==> src/acl_pkg.sv <==
package acl_pkg;
	// =====================================================
	// Widths and register map
	localparam int CW = 32;
	localparam int AW = 5;
	localparam int QDEPTH = 3;
	localparam logic [AW-1:0] A_CTRL = 5'h00;
	localparam logic [AW-1:0] A_PLIM = 5'h01;
	localparam logic [AW-1:0] A_NLIM = 5'h02;
	localparam logic [AW-1:0] A_TOL = 5'h03;
	localparam logic [AW-1:0] A_GCFG = 5'h04;
	localparam logic [AW-1:0] A_GVAL = 5'h05;
	localparam logic [AW-1:0] A_TCFG = 5'h06;
	localparam logic [AW-1:0] A_TVAL = 5'h07;
	localparam logic [AW-1:0] A_SPD_REM = 5'h08;
	localparam logic [AW-1:0] A_SPD_OLD = 5'h09;
	localparam logic [AW-1:0] A_SPD_NEW = 5'h0A;
	localparam logic [AW-1:0] A_SPD_ACC = 5'h0B;
	localparam logic [AW-1:0] A_CMD = 5'h0C;
	localparam logic [AW-1:0] A_GROUP = 5'h0D;
	localparam logic [AW-1:0] A_CMPDATA = 5'h0E;
	localparam logic [AW-1:0] A_CMPSTS = 5'h0F;
	localparam logic [AW-1:0] A_LATCH = 5'h10;
	localparam logic [AW-1:0] A_EVT = 5'h11;
	// =====================================================
	// Field positions and codes
	localparam int EVT_PLIM = 0;
	localparam int EVT_NLIM = 1;
	localparam int EVT_OOS = 10;
	localparam int EVT_GCMP = 11;
	localparam int EVT_TCMP = 12;
	localparam int GRP_START = 0;
	localparam int GRP_STOP = 1;
	localparam logic [2:0] M_EQ = 3'h1;
	localparam logic [2:0] M_EQ_POS = 3'h2;
	localparam logic [2:0] M_EQ_NEG = 3'h3;
	localparam logic [2:0] M_GT = 3'h4;
	localparam logic [2:0] M_LT = 3'h5;
	localparam logic [1:0] ACT_IMM = 2'h1;
	localparam logic [1:0] ACT_DEC = 2'h2;
	localparam logic [1:0] ACT_SPD = 2'h3;
	localparam logic [1:0] SYNC_GROUP = 2'h1;
	localparam logic [1:0] SYNC_MASK = 2'h3;
	localparam logic [CW-1:0] VAL_RST = 32'h0;
	localparam logic [2:0] CMPSEL_RST = 3'h1;
	// =====================================================
	// Carriers
	typedef struct packed {
		logic [3:0] wait_mask;
		logic [1:0] sync_start;
		logic stop_decel;
		logic sync_stop_on;
		logic conti_en;
		logic reload_fifo;
		logic auto_src;
		logic trig_idle;
		logic [1:0] latch_src;
		logic [2:0] latch_cnt;
		logic latch_edge;
		logic oos_en;
		logic [1:0] limit_action;
		logic soft_limit_en;
	} acl_ctrl_t;
	typedef struct packed {
		logic [1:0] action;
		logic [2:0] method;
		logic [1:0] src;
	} acl_cmp_cfg_t;
	typedef struct packed {
		logic [CW-1:0] acc_time;
		logic [CW-1:0] new_vel;
		logic [CW-1:0] old_vel;
		logic [CW-1:0] rem_dist;
	} acl_spd_t;
	typedef enum logic [1:0] {ST_IDLE, ST_WAIT, ST_RUN} acl_state_t;
	localparam acl_ctrl_t CTRL_RST = '0;
	localparam acl_cmp_cfg_t CFG_RST = '0;
endpackage : acl_pkg

==> src/acl_axis_event.sv <==
`timescale 1ns/100ps
// Functional notes
// - Axes 2,3 latch edge: 0 rise, 1 fall
// - Latched counter select 1..4, readable
// - Soft limit action: int, stop, decelerate
// - Separate positive and negative soft limits
// - Out-of-step enable and tolerance value
// - Error over tolerance sets event bit 10
// - Comparator source select codes 0..3
// - Comparator methods 0..5
// - General comparator action codes 0..3
// - Trigger idles high at 0, low at 1
// - Compare value readable by selector 1..5
// - Status word, one bit per comparator
// - Auto compare off or from FIFO
// - Reload from host RAM or FIFO
// - Comparator speed change with stored values
// - Latch source: pin, cmp4, cmp5, origin
// - Queue status 0..3 occupancy
// - Waiting axis starts on group start
// - Stop-all drives group stop line
// - Stop by programmed stop mode
// - Stop mode 0 immediate, 1 decelerate
// - Start can wait for other axes
// - Wait mask bits per axis, all stopped
module acl_axis_event import acl_pkg::*; #(
	parameter int AXIS_ID = 0
) (
	input wire logic CLK,
	input wire logic RSTN,
	input wire logic [AW-1:0] ADDR,
	input wire logic [CW-1:0] WDATA,
	input wire logic WR,
	input wire logic RD,
	output logic [CW-1:0] RDATA,
	input wire logic signed [CW-1:0] CMD_CNT,
	input wire logic signed [CW-1:0] FB_CNT,
	input wire logic signed [CW-1:0] ERR_CNT,
	input wire logic signed [CW-1:0] GP_CNT,
	input wire logic LATCH_IN,
	input wire logic ORIGIN_INPUT,
	input wire logic STOP_IN,
	input wire logic MOTION_DONE,
	input wire logic [3:0] AXES_STOPPED,
	input wire logic FIFO_VALID,
	input wire logic signed [CW-1:0] FIFO_DATA,
	output logic FIFO_POP,
	output logic TRIG_OUT,
	output logic MOVE_START,
	output logic [CW-1:0] CMD_OUT,
	output logic STOP_IMM,
	output logic STOP_DEC,
	output logic SPD_CHG,
	output acl_spd_t SPD_PARAMS,
	output logic EVENT_PENDING,
	input wire logic GROUP_START_LINE_IN,
	output logic GROUP_START_LINE_OUT,
	output logic GROUP_START_LINE_OE,
	input wire logic GROUP_STOP_LINE_IN,
	output logic GROUP_STOP_LINE_OUT,
	output logic GROUP_STOP_LINE_OE
);
	localparam bit HAS_EDGE = (AXIS_ID >= 2);
	localparam bit HAS_TRIG = (AXIS_ID < 2);

	// =====================================================
	// Registers
	acl_ctrl_t ctrl_reg;
	acl_cmp_cfg_t gcfg_reg, tcfg_reg;
	acl_spd_t spd_reg;
	logic signed [CW-1:0] plim_reg, nlim_reg, tol_reg, gval_reg, tval_reg;
	logic signed [CW-1:0] gprev_reg, tprev_reg, latch_reg;
	logic [CW-1:0] q_reg [QDEPTH];
	logic [1:0] occ_reg;
	logic [2:0] cmpsel_reg;
	logic [4:0] sts_reg;
	logic [15:0] evt_reg;
	logic lat_prev_reg, org_prev_reg, gs_reg, gp_reg;
	acl_state_t state_reg;

	function automatic logic signed [CW-1:0] pick(input logic [1:0] s,
		input logic signed [CW-1:0] c0, c1, c2, c3);
		unique case (s)
			2'h0: pick = c0;
			2'h1: pick = c1;
			2'h2: pick = c2;
			2'h3: pick = c3;
		endcase
	endfunction : pick

	// Directional equality variants (M_EQ_POS, M_EQ_NEG) fire once, on arrival, not while parked; M_EQ holds while parked
	function automatic logic cmp_hit(input logic [2:0] m,
		input logic signed [CW-1:0] s, p, v);
		case (m)
			M_EQ: cmp_hit = (s == v);
			M_EQ_POS: cmp_hit = (s == v) && (s > p);
			M_EQ_NEG: cmp_hit = (s == v) && (s < p);
			M_GT: cmp_hit = (v > s);
			M_LT: cmp_hit = (v < s);
			default: cmp_hit = 1'b0;
		endcase
	endfunction : cmp_hit

	// =====================================================
	// Comparators
	logic signed [CW-1:0] gsrc, tsrc, tval, err_abs;
	logic auto_fifo, pl_hit, nl_hit, e_hit, g_hit, t_hit;
	logic [4:0] hits, rise;
	assign gsrc = pick(gcfg_reg.src, CMD_CNT, FB_CNT, ERR_CNT, GP_CNT);
	assign tsrc = pick(tcfg_reg.src, CMD_CNT, FB_CNT, ERR_CNT, GP_CNT);
	assign auto_fifo = ctrl_reg.auto_src && ctrl_reg.reload_fifo;
	// host rewrites the value when not from FIFO
	assign tval = auto_fifo ? FIFO_DATA : tval_reg;
	assign err_abs = ERR_CNT[CW-1] ? -ERR_CNT : ERR_CNT;
	// each limit judged on its own
	assign pl_hit = ctrl_reg.soft_limit_en && (CMD_CNT >= plim_reg);
	assign nl_hit = ctrl_reg.soft_limit_en && (CMD_CNT <= nlim_reg);
	assign e_hit = ctrl_reg.oos_en && (err_abs > tol_reg);
	assign g_hit = cmp_hit(gcfg_reg.method, gsrc, gprev_reg, gval_reg);
	assign t_hit = HAS_TRIG && cmp_hit(tcfg_reg.method, tsrc, tprev_reg, tval)
		&& (!auto_fifo || FIFO_VALID);
	assign hits = {t_hit, g_hit, e_hit, nl_hit, pl_hit};
	assign rise = hits & ~sts_reg;

	always_ff @(posedge CLK) begin
		if (!RSTN) begin
			sts_reg <= '0;
			gprev_reg <= '0;
			tprev_reg <= '0;
		end else begin
			sts_reg <= hits;
			gprev_reg <= gsrc;
			tprev_reg <= tsrc;
		end
	end

	// =====================================================
	// Stop and speed requests
	logic ext_stop, lim_rise, stop_imm_req, stop_dec_req, stop_any;
	assign ext_stop = STOP_IN || (GROUP_STOP_LINE_IN && ctrl_reg.sync_stop_on);
	assign lim_rise = rise[0] || rise[1];
	assign stop_imm_req = (lim_rise && ctrl_reg.limit_action == ACT_IMM)
		|| (rise[3] && gcfg_reg.action == ACT_IMM)
		|| (ext_stop && !ctrl_reg.stop_decel);
	assign stop_dec_req = (lim_rise && ctrl_reg.limit_action == ACT_DEC)
		|| (rise[3] && gcfg_reg.action == ACT_DEC)
		|| (ext_stop && ctrl_reg.stop_decel);
	assign stop_any = stop_imm_req || stop_dec_req;

	always_ff @(posedge CLK) begin
		if (!RSTN) begin
			STOP_IMM <= 1'b0;
			STOP_DEC <= 1'b0;
			SPD_CHG <= 1'b0;
			SPD_PARAMS <= '0;
		end else begin
			STOP_IMM <= stop_imm_req;
			STOP_DEC <= stop_dec_req && !stop_imm_req;
			SPD_CHG <= rise[3] && gcfg_reg.action == ACT_SPD;
			if (rise[3] && gcfg_reg.action == ACT_SPD) begin
				SPD_PARAMS <= spd_reg;
			end
		end
	end

	// =====================================================
	// Trigger output and FIFO
	// pulse is the opposite of the idle level
	always_ff @(posedge CLK) begin
		if (!RSTN) begin
			TRIG_OUT <= 1'b1;
			FIFO_POP <= 1'b0;
		end else begin
			TRIG_OUT <= ~ctrl_reg.trig_idle ^ rise[4];
			FIFO_POP <= rise[4] && auto_fifo;
		end
	end

	// =====================================================
	// Latch
	logic lat_ev;
	logic signed [CW-1:0] lat_val;
	// edge choice only on axes 2 and 3
	always_comb begin
		lat_ev = 1'b0;
		unique case (ctrl_reg.latch_src)
			2'h0: lat_ev = (HAS_EDGE && ctrl_reg.latch_edge) ?
				(lat_prev_reg && !LATCH_IN) : (!lat_prev_reg && LATCH_IN);
			2'h1: lat_ev = rise[3];
			2'h2: lat_ev = rise[4];
			2'h3: lat_ev = !org_prev_reg && ORIGIN_INPUT;
		endcase
	end
	assign lat_val = pick(2'(ctrl_reg.latch_cnt - 3'h1), CMD_CNT, FB_CNT, ERR_CNT,
		GP_CNT);

	always_ff @(posedge CLK) begin
		if (!RSTN) begin
			lat_prev_reg <= 1'b0;
			org_prev_reg <= 1'b0;
			latch_reg <= '0;
		end else begin
			lat_prev_reg <= LATCH_IN;
			org_prev_reg <= ORIGIN_INPUT;
			if (lat_ev) begin
				latch_reg <= lat_val;
			end
		end
	end

	// =====================================================
	// Command queue and start sequencing
	logic start_ok, wr_cmd, pop;
	logic [1:0] occ_after;
	always_comb begin
		unique case (ctrl_reg.sync_start)
			SYNC_GROUP: start_ok = GROUP_START_LINE_IN;
			SYNC_MASK: start_ok = (AXES_STOPPED & ctrl_reg.wait_mask) == ctrl_reg.wait_mask;
			default: start_ok = 1'b1;
		endcase
	end
	// writes to a full queue are dropped
	assign wr_cmd = WR && ADDR == A_CMD &&
		(ctrl_reg.conti_en ? occ_reg != 2'h3 : occ_reg == 2'h0);
	assign pop = state_reg == ST_RUN && MOTION_DONE;
	assign occ_after = occ_reg - 2'(pop);

	always_ff @(posedge CLK) begin
		if (!RSTN) begin
			state_reg <= ST_IDLE;
			occ_reg <= '0;
			MOVE_START <= 1'b0;
			CMD_OUT <= '0;
			for (int i = 0; i < QDEPTH; i++) begin
				q_reg[i] <= '0;
			end
		end else begin
			MOVE_START <= 1'b0;
			if (pop) begin
				q_reg[0] <= q_reg[1];
				q_reg[1] <= q_reg[2];
			end
			if (wr_cmd) begin
				q_reg[occ_after] <= WDATA;
			end
			occ_reg <= occ_after + 2'(wr_cmd);
			unique case (state_reg)
				ST_IDLE: begin
					if (occ_reg != 2'h0) begin
						state_reg <= ST_WAIT;
					end
				end
				ST_WAIT: begin
					if (stop_any) begin
						state_reg <= ST_IDLE;
						occ_reg <= '0;
					end else if (start_ok) begin
						MOVE_START <= 1'b1;
						CMD_OUT <= q_reg[0];
						state_reg <= ST_RUN;
					end
				end
				ST_RUN: begin
					if (stop_any) begin
						occ_reg <= 2'h1;
					end
					if (pop) begin
						if (ctrl_reg.conti_en && occ_reg > 2'h1 && !stop_any) begin
							MOVE_START <= 1'b1;
							CMD_OUT <= q_reg[1];
						end else begin
							state_reg <= ST_IDLE;
						end
					end
				end
			endcase
		end
	end

	// =====================================================
	// Register writes and group lines
	always_ff @(posedge CLK) begin
		if (!RSTN) begin
			ctrl_reg <= CTRL_RST;
			gcfg_reg <= CFG_RST;
			tcfg_reg <= CFG_RST;
			plim_reg <= VAL_RST;
			nlim_reg <= VAL_RST;
			tol_reg <= VAL_RST;
			gval_reg <= VAL_RST;
			tval_reg <= VAL_RST;
			spd_reg <= '0;
			cmpsel_reg <= CMPSEL_RST;
		end else if (WR) begin
			unique case (ADDR)
				A_CTRL: ctrl_reg <= acl_ctrl_t'(WDATA[$bits(acl_ctrl_t)-1:0]);
				A_PLIM: plim_reg <= WDATA;
				A_NLIM: nlim_reg <= WDATA;
				A_TOL: tol_reg <= WDATA;
				A_GCFG: gcfg_reg <= acl_cmp_cfg_t'(WDATA[$bits(acl_cmp_cfg_t)-1:0]);
				A_GVAL: gval_reg <= WDATA;
				A_TCFG: tcfg_reg <= acl_cmp_cfg_t'(WDATA[$bits(acl_cmp_cfg_t)-1:0]);
				A_TVAL: tval_reg <= WDATA;
				A_SPD_REM: spd_reg.rem_dist <= WDATA;
				A_SPD_OLD: spd_reg.old_vel <= WDATA;
				A_SPD_NEW: spd_reg.new_vel <= WDATA;
				A_SPD_ACC: spd_reg.acc_time <= WDATA;
				A_CMPDATA: cmpsel_reg <= WDATA[2:0];
				default: ;
			endcase
		end
	end

	// one-cycle drive of the shared lines
	always_ff @(posedge CLK) begin
		if (!RSTN) begin
			gs_reg <= 1'b0;
			gp_reg <= 1'b0;
		end else begin
			gs_reg <= WR && ADDR == A_GROUP && WDATA[GRP_START];
			gp_reg <= WR && ADDR == A_GROUP && WDATA[GRP_STOP];
		end
	end
	assign GROUP_START_LINE_OUT = gs_reg;
	assign GROUP_START_LINE_OE = gs_reg;
	assign GROUP_STOP_LINE_OUT = gp_reg;
	assign GROUP_STOP_LINE_OE = gp_reg;

	// =====================================================
	// Events, set wins over write-one-clear
	logic [15:0] evt_set;
	always_comb begin
		evt_set = '0;
		evt_set[EVT_PLIM] = rise[0];
		evt_set[EVT_NLIM] = rise[1];
		evt_set[EVT_OOS] = rise[2];
		evt_set[EVT_GCMP] = rise[3];
		evt_set[EVT_TCMP] = rise[4];
	end
	always_ff @(posedge CLK) begin
		if (!RSTN) begin
			evt_reg <= '0;
			EVENT_PENDING <= 1'b0;
		end else begin
			evt_reg <= (evt_reg & ~((WR && ADDR == A_EVT) ? WDATA[15:0] : 16'h0)) | evt_set;
			EVENT_PENDING <= |evt_reg;
		end
	end

	// =====================================================
	// Read port
	logic [CW-1:0] rd_mux, cmp_data;
	always_comb begin
		unique case (cmpsel_reg)
			3'h1: cmp_data = plim_reg;
			3'h2: cmp_data = nlim_reg;
			3'h3: cmp_data = tol_reg;
			3'h4: cmp_data = gval_reg;
			3'h5: cmp_data = tval;
			default: cmp_data = '0;
		endcase
	end
	always_comb begin
		unique case (ADDR)
			A_CTRL: rd_mux = CW'(ctrl_reg);
			A_PLIM: rd_mux = plim_reg;
			A_NLIM: rd_mux = nlim_reg;
			A_TOL: rd_mux = tol_reg;
			A_GCFG: rd_mux = CW'(gcfg_reg);
			A_GVAL: rd_mux = gval_reg;
			A_TCFG: rd_mux = CW'(tcfg_reg);
			A_TVAL: rd_mux = tval_reg;
			A_CMD: rd_mux = CW'(occ_reg);
			A_CMPDATA: rd_mux = cmp_data;
			A_CMPSTS: rd_mux = CW'(sts_reg);
			A_LATCH: rd_mux = latch_reg;
			A_EVT: rd_mux = CW'(evt_reg);
			default: rd_mux = '0;
		endcase
	end
	always_ff @(posedge CLK) begin
		if (!RSTN) begin
			RDATA <= '0;
		end else begin
			RDATA <= RD ? rd_mux : '0;
		end
	end
endmodule : acl_axis_event

==> config.mk <==
export PLATFORM = sky130hd
export DESIGN_NAME = acl_axis_event
export DESIGN_NICKNAME = d
export VERILOG_FILES = /design/src/acl_pkg.sv /design/src/acl_axis_event.sv
export SDC_FILE = /design/constraint.sdc
export NUM_CORES = 2
export LEC_CHECK = 0
export ABC_AREA = 1
export BUFFER_PORTS_ARGS = -buffer_cell sky130_fd_sc_hd__buf_2
export CELL_PAD_IN_SITES_DETAIL_PLACEMENT = 0
export CELL_PAD_IN_SITES_GLOBAL_PLACEMENT = 1
export CORE_UTILIZATION = 44
export DETAILED_ROUTE_END_ITERATION = 16
export GPL_TIMING_DRIVEN = 0
export PLACE_DENSITY = 0.8
export SETUP_SLACK_MARGIN = 0.3
export SYNTH_ARGS = -nofsm -noshare
export SYNTH_HDL_FRONTEND = slang
export SYNTH_SLANG_ARGS = --single-unit
==> constraint.sdc <==
create_clock -name CLK -period 4 [get_ports CLK]
set_input_delay 0.2 -clock CLK [delete_from_list [all_inputs] [get_ports CLK]]
set_output_delay 0.2 -clock CLK [all_outputs]
set_load 0.02 [all_outputs]
Yosys cells after proc, flatten, opt, wreduce, memory -nomap -nowiden
Memory sizes are Yosys's and may differ from the RTL's. Index checks and enable logic that the tools add are counted.

Memories kept: 1. Register bits after elaboration: 651. Memory bits (writable): 96. Input port bits: 212. Output and inout port bits: 203.

Order comparisons: 12. Muxes and demuxes: 44. Bitwise operators: 10. Add/sub/neg operators: 4. Reduce and logical (&&, ||, !) cells: 71. Eq/ne operators: 64.

Memory list: q_reg (depth 3, bits a word 32, read ports 3, clocked after memory_dff 0, wr ports 3, line acl_axis_event.sv:73) `logic [CW-1:0] q_reg [QDEPTH];`.

Operators with widths (number): $pmux 32 s13 (1); $pmux 32 s4 (3); $mux 32 (9); $gt 32x32->1 (5); $pmux 32 s5 (1); $lt 32x32->1 (4); $eq 32x32->1 (2); $pmux 32 s2 (1); $eq 5x4->1 const B (8); $ge 32x32->1 (1); $le 32x32->1 (1); $neg 32->32 (1); $reduce_or 32->1 (1); $logic_and 1x1->1 (30); $reduce_and 2->1 (14); $eq 2x2->1 const B (13); $eq 5x3->1 const B (4); $eq 3x2->1 const B (6); $eq 3x3->1 const B (6); $and 16x16->16 (1); $eq 2x1->1 const B (8); $mux 16 (1); $mux 2 (8); $not 16->16 (1); 33 further kinds (75).

Depth between registers and ports, before layout
Depth after elaboration: 17. Depth in mapped cells: 33.

Worst setup path before layout
OpenSTA, ideal clock, no wires.

Kind: input port to flip-flop. Start: input ERR_CNT[0]. End: register evt_reg[10]. Required time: 3.868 ns. Setup slack: 0.514 ns. Path buffers: 0. Setup time: 0.132 ns. Arrival: 3.354 ns. Stages: 24. Cells stage by stage: inv_1 ha_1 inv_1 nor3_1 nand3_1 nor3_1 nand3_1 nor3_1 nand3_1 nor2_1 nand2_1 o21ai_0 o21ai_0 xor2_1 ha_1 nand3_1 nor3_1 nor4b_1 nand2_1 nand2_1 xor2_1 nor2_1 nand2_1 o21ai_0.

Word-level cells in the longest chain between the ends: 6.

RTL lines: start, declared (line acl_axis_event.sv:38) `input wire logic signed [CW-1:0] ERR_CNT,`; $neg 32->32 (line acl_axis_event.sv:114) `assign err_abs = ERR_CNT[CW-1] ? -ERR_CNT : ERR_CNT;`; $mux 32 (*) (line acl_axis_event.sv:114); $gt 32x32->1 (*) (line acl_axis_event.sv:118) `assign e_hit = ctrl_reg.oos_en && (err_abs > tol_reg);`; $logic_and 1x1->1 (*) (line acl_axis_event.sv:118); $and 5x5->5 (*) (line acl_axis_event.sv:123) `assign rise = hits & ~sts_reg;`; $or 16x13->16 (*) (line acl_axis_event.sv:345) `evt_reg <= (evt_reg & ~((WR && ADDR == A_EVT) ? WDATA[15:0] : 16'h0)) | evt_set;`; end signal, assigned (line acl_axis_event.sv:345); end, declared (line acl_axis_event.sv:77) `logic [15:0] evt_reg;`.

Mark *: on every way between the ends. The rest lies on a longest branch, timed or not. A chain may end at the register's enable or synchronous reset.

Worst setup path after layout
Start: register cmpsel_reg[2]. End: register RDATA[0].

Word-level cells in the longest chain between the ends: 3. Elaborated cells on any way between the ends: 7. Classes of those cells: 5 x eq/ne; 2 x mux.

RTL lines: start, declared (line acl_axis_event.sv:75) `logic [2:0] cmpsel_reg;`; start signal, assigned (line acl_axis_event.sv:308) `A_CMPDATA: cmpsel_reg <= WDATA[2:0];`; $eq 3x3->1 (tied with other cells) (line acl_axis_event.sv:354) `unique case (cmpsel_reg)`; $pmux 32 s5 (*) (line acl_axis_event.sv:354); $pmux 32 s13 (*) (line acl_axis_event.sv:364) `unique case (ADDR)`; end signal, assigned (line acl_axis_event.sv:385) `RDATA <= RD ? rd_mux : '0;`; end, declared (line acl_axis_event.sv:35) `output logic [CW-1:0] RDATA,`.

Marked as above.

==> impl_results.md <==
- First-pass DRT Iterations: 8
- IO buf count: just over 400
- IO Pins: 415
- Minimum clock period: about 4.4 ns
- Unrepaired setup endpoints after global routing: yes
- Startpoint Class: register
- Post-synth EDFFs: 96
- Complex-gate fraction of the synthesized area: between 20% and 30%
- Avg Inst Size Synth: between 7 and 8 sq um
- CP Capture Type: register
- Cells after Synth: approximately 5000
- Synth Area in Simple Gates: roughly an eighth
- Row cnt: approximately 110
- Worst endpoint required time: between 4 and 5 ns
- Area of the mapped netlist: approximately 37000 sq um
- Main combinational cell family by area after synthesis: compound AO/OA/AOI/OAI gates
- Xor/xnor share of the synthesized area: less than 1%
- Die Y: just under 300 um
- CTS Buf Count: roughly 80
- Cells on worst reg2reg path: 10
- Seq/Total Area, Yosys: 42.45%
- Min setup slack post-route: -0.3659 ns
- Post-route DRC: 0
- Initial antenna violation count: 17
- Initial Utilization: between 40% and 50%
- First-pass GRT wire length: around 260000 um
- Hold path endpoint: gprev_reg[23]
- Vias in the first global route: 37199
- CTS tree: yes
- Synthesis warning total: 0
- Max_cap viols: 0
- Pwr dens: between 400 and 500 nW/um^2
- WL final: roughly 190000 um
- WHS: -0.01511 ns
- Clock sink count: about 750
- Gr usage total: between 40% and 50%
- R2R Setup Slk: -0.37 ns
- Ys async rst share: 0%
- HPWL after detailed placement: ~140000 um
- Via Count: between 40000 and 50000
- Critical Path AT: just under 5 ns
- Crit Path Max Fanout: 10
- Worst Setup Path Type: register to register
- CTS Buffer Depth: 3
- Antenna viol nets, final: 0
- Clk_lat worst skew: 0.67 ns
- 1st-iter DRT viols: ~5200
- Layout Nets: 6016
- Setup Viol. Count Final: 199
- CTS H-tree lvls: 3
- Slew Limit Fails: 0
- Least-Margin Pin Slew: 1.378 ns
- Pin count of the biggest net entering global routing: 33
- Post-synthesis cell type count: 50
- Power, Total: around 19 mW
- Slew margin rel.: between 7 and 8%
- Final number of hold-violating endpoints: 3
- Core Region: around 84000 sq um
- Status: complete, but fails checks
- Top cell type by total area after synthesis: dfxtp_1
- Vias/cell: between 5 and 6
- Syn_nets: between 5000 and 6000
- Root Driver: clkbuf_16
- Post-synthesis mux area share: less than 1%
- Non-Filler Instances: roughly 6800
- Top cells by area, synth: dfxtp_1, o21ai_0, a21oi_1
- Post-Place Cells: about 6500
- Layout cells sized above 1: roughly 17%
- Routability cong.: between 1 and 1.5
- Pleak: approximately 20 nW
- Register bit total from synthesis: ~750
- Full die area: between 80000 and 90000 sq um
- Worst hold path type: input port to register
- Die outline width: 293.9 um
- Post-synth top area share: 34.76%
- Most common flop cell mapped by yosys: dfxtp_1
- Worst r2r dst: RDATA[0]
- Hold Path Depth: 3
- Synth Area in Adders: roughly 7.7%
- Crit share post-route: 109.1%
- Clk_skew: ~0.032 ns
- Failing checks: hold timing, setup timing
- Global route overflow: 0
- Hold Startpoint: CMD_CNT[23]
- Peak VDD IR: about 0.00034 V
- Drt wl/cell: 27.61 um
- Layout overhead on the synthesized area: 25.78%
- Clock slew at the register clock pins of the worst setup and hold paths: 0.06 ns
- Fmax: between 0.2 and 0.25 GHz
- Worst R2R Start: cmpsel_reg[2]
## layout make-up
| type | count | area (sq um) |
|---|---|---|
| repair buffers | 530 | 3292 |
| diodes | 3 | 7.507 |
| inverters | 702 | 2668 |
| fillers | 8136 | 36800 |
| clock inverters | 29 | 315.3 |
| flip-flops and latches | 747 | 15930 |
| plain buffers | 296 | 1837 |
| clock buffers | 113 | 2331 |
| multi-input cells | 3215 | 19360 |
| well taps | 1134 | 1419 |
## critical path, cell delays in order (launching register included)
cell      delay (ns)
dfxtp_1         0.34
inv_1           0.05
or2_2           0.28
nor2_1          0.91
clkinv_1        0.77
clkbuf_1        0.58
o22ai_1         0.34
a211oi_1        0.10
o22ai_1         0.18
nor3_1          0.08
a21oi_1         0.53
## power breakdown
group	switching [mW]	total [mW]	leakage (nW)	internal, mW
registers	0.210	8.18	6.28	7.97
clock network	3.37	7.67	1.29	4.30
logic	2.18	3.23	12.2	1.06
total	5.76	19.1	19.7	13.3
## kinds of logic after synthesis
logic type / Yosys count
flip-flops: 747
XOR/XNOR: 31
buffers and inverters: 998
multiplexers: 7
AO/OA/AOI/OAI: 1718
AND/OR/NAND/NOR: 1229
adder cells (fa/ha/maj): 230
## worst max path at each step
stage / startpoint / end / cells after the start
2_1_floorplan: ERR_CNT[0] / evt_reg[10] / 24
3_3_place_gp: tcfg_reg[1] / latch_reg[22] / 20
3_5_place_dp: tcfg_reg[1] / latch_reg[22] / 20
4_1_cts: gcfg_reg[0] / latch_reg[31] / 27
5_1_grt: tcfg_reg[0] / latch_reg[31] / 28
6_report: cmpsel_reg[2] / RDATA[0] / 10
## cell usage after synthesis (all sizes together), types with 6 or more instances
library cell,n
o21ai,704
inv,691
a21oi,652
dfxtp,651
nand2,619
nor2,389
clkbuf,263
ha,230
nand3,144
edfxtp,96
o22ai,95
o221ai,80
o21a,43
a221oi,38
buf,33
xor2,31
nor3,29
nand4,26
a211oi,24
a2111oi,17
a31oi,17
nor4,12
clkinv,11
o211ai,11
a21boi,7
mux2i,7
a21o,6
a22oi,6
## per-stage QoR
step                      cell area (sq um)  util (%)  setup TNS [ns]  hold slack (ns)  setup WS [ns]
after global routing                  47150     56.16          -45.76          0.01368        -0.3539
after global placement                40970     48.80         -595.12           0.3964         -2.978
final                                 47160     56.17          -17.46         -0.01511        -0.3659
after detailed placement              41010     48.85         -553.40           0.4009         -2.954
after floorplan                       37490         -               0           0.2912         0.5139
after CTS                             46560     55.46          -2.974        0.0002456        -0.1345
## layout by cell type (no fill, tap or decap), types with 15 or more instances in the layout
master           n
buf_4           58
inv_1          672
o22ai_1         94
buf_6           15
nand2_1        574
dfxtp_1        647
clkinv_2        15
o21ai_4         24
clkbuf_8        27
a21oi_1        637
a221oi_1        38
o21ai_2         67
xor2_1          30
ha_1           220
a31oi_1         17
a2111oi_0       16
nor2_1         355
o221ai_1        57
dlygate4sd3_1   49
a211oi_1        24
edfxtp_1        96
nand2_2         35
o21a_1          43
clkbuf_1       220
nand4_1         26
o21ai_0        533
nand3_1        129
clkbuf_16       99
nor2_2          21
o21ai_1         80
buf_2          422
## layer usage
layer | vias to the layer above | global-route usage, % | part of all wire [%]
met5 | - | 0 | 0.038
met2 | 2480 | 60.69 | 41
met3 | 475 | 10.44 | 12
met4 | 10 | 18.65 | 5.0
li1 | 18090 | - | -
met1 | 19338 | 58.26 | 42
## timing repair
item	4_1_cts	5_1_grt
hold endpoints to repair	134	0
gates resized for setup	592	174
hold buffers	49	0
setup endpoints to repair	293	311
gates cloned	8	2
pin swaps	50	26
setup buffers	49	9
No activity file was read; power rests on OpenSTA's default activity.
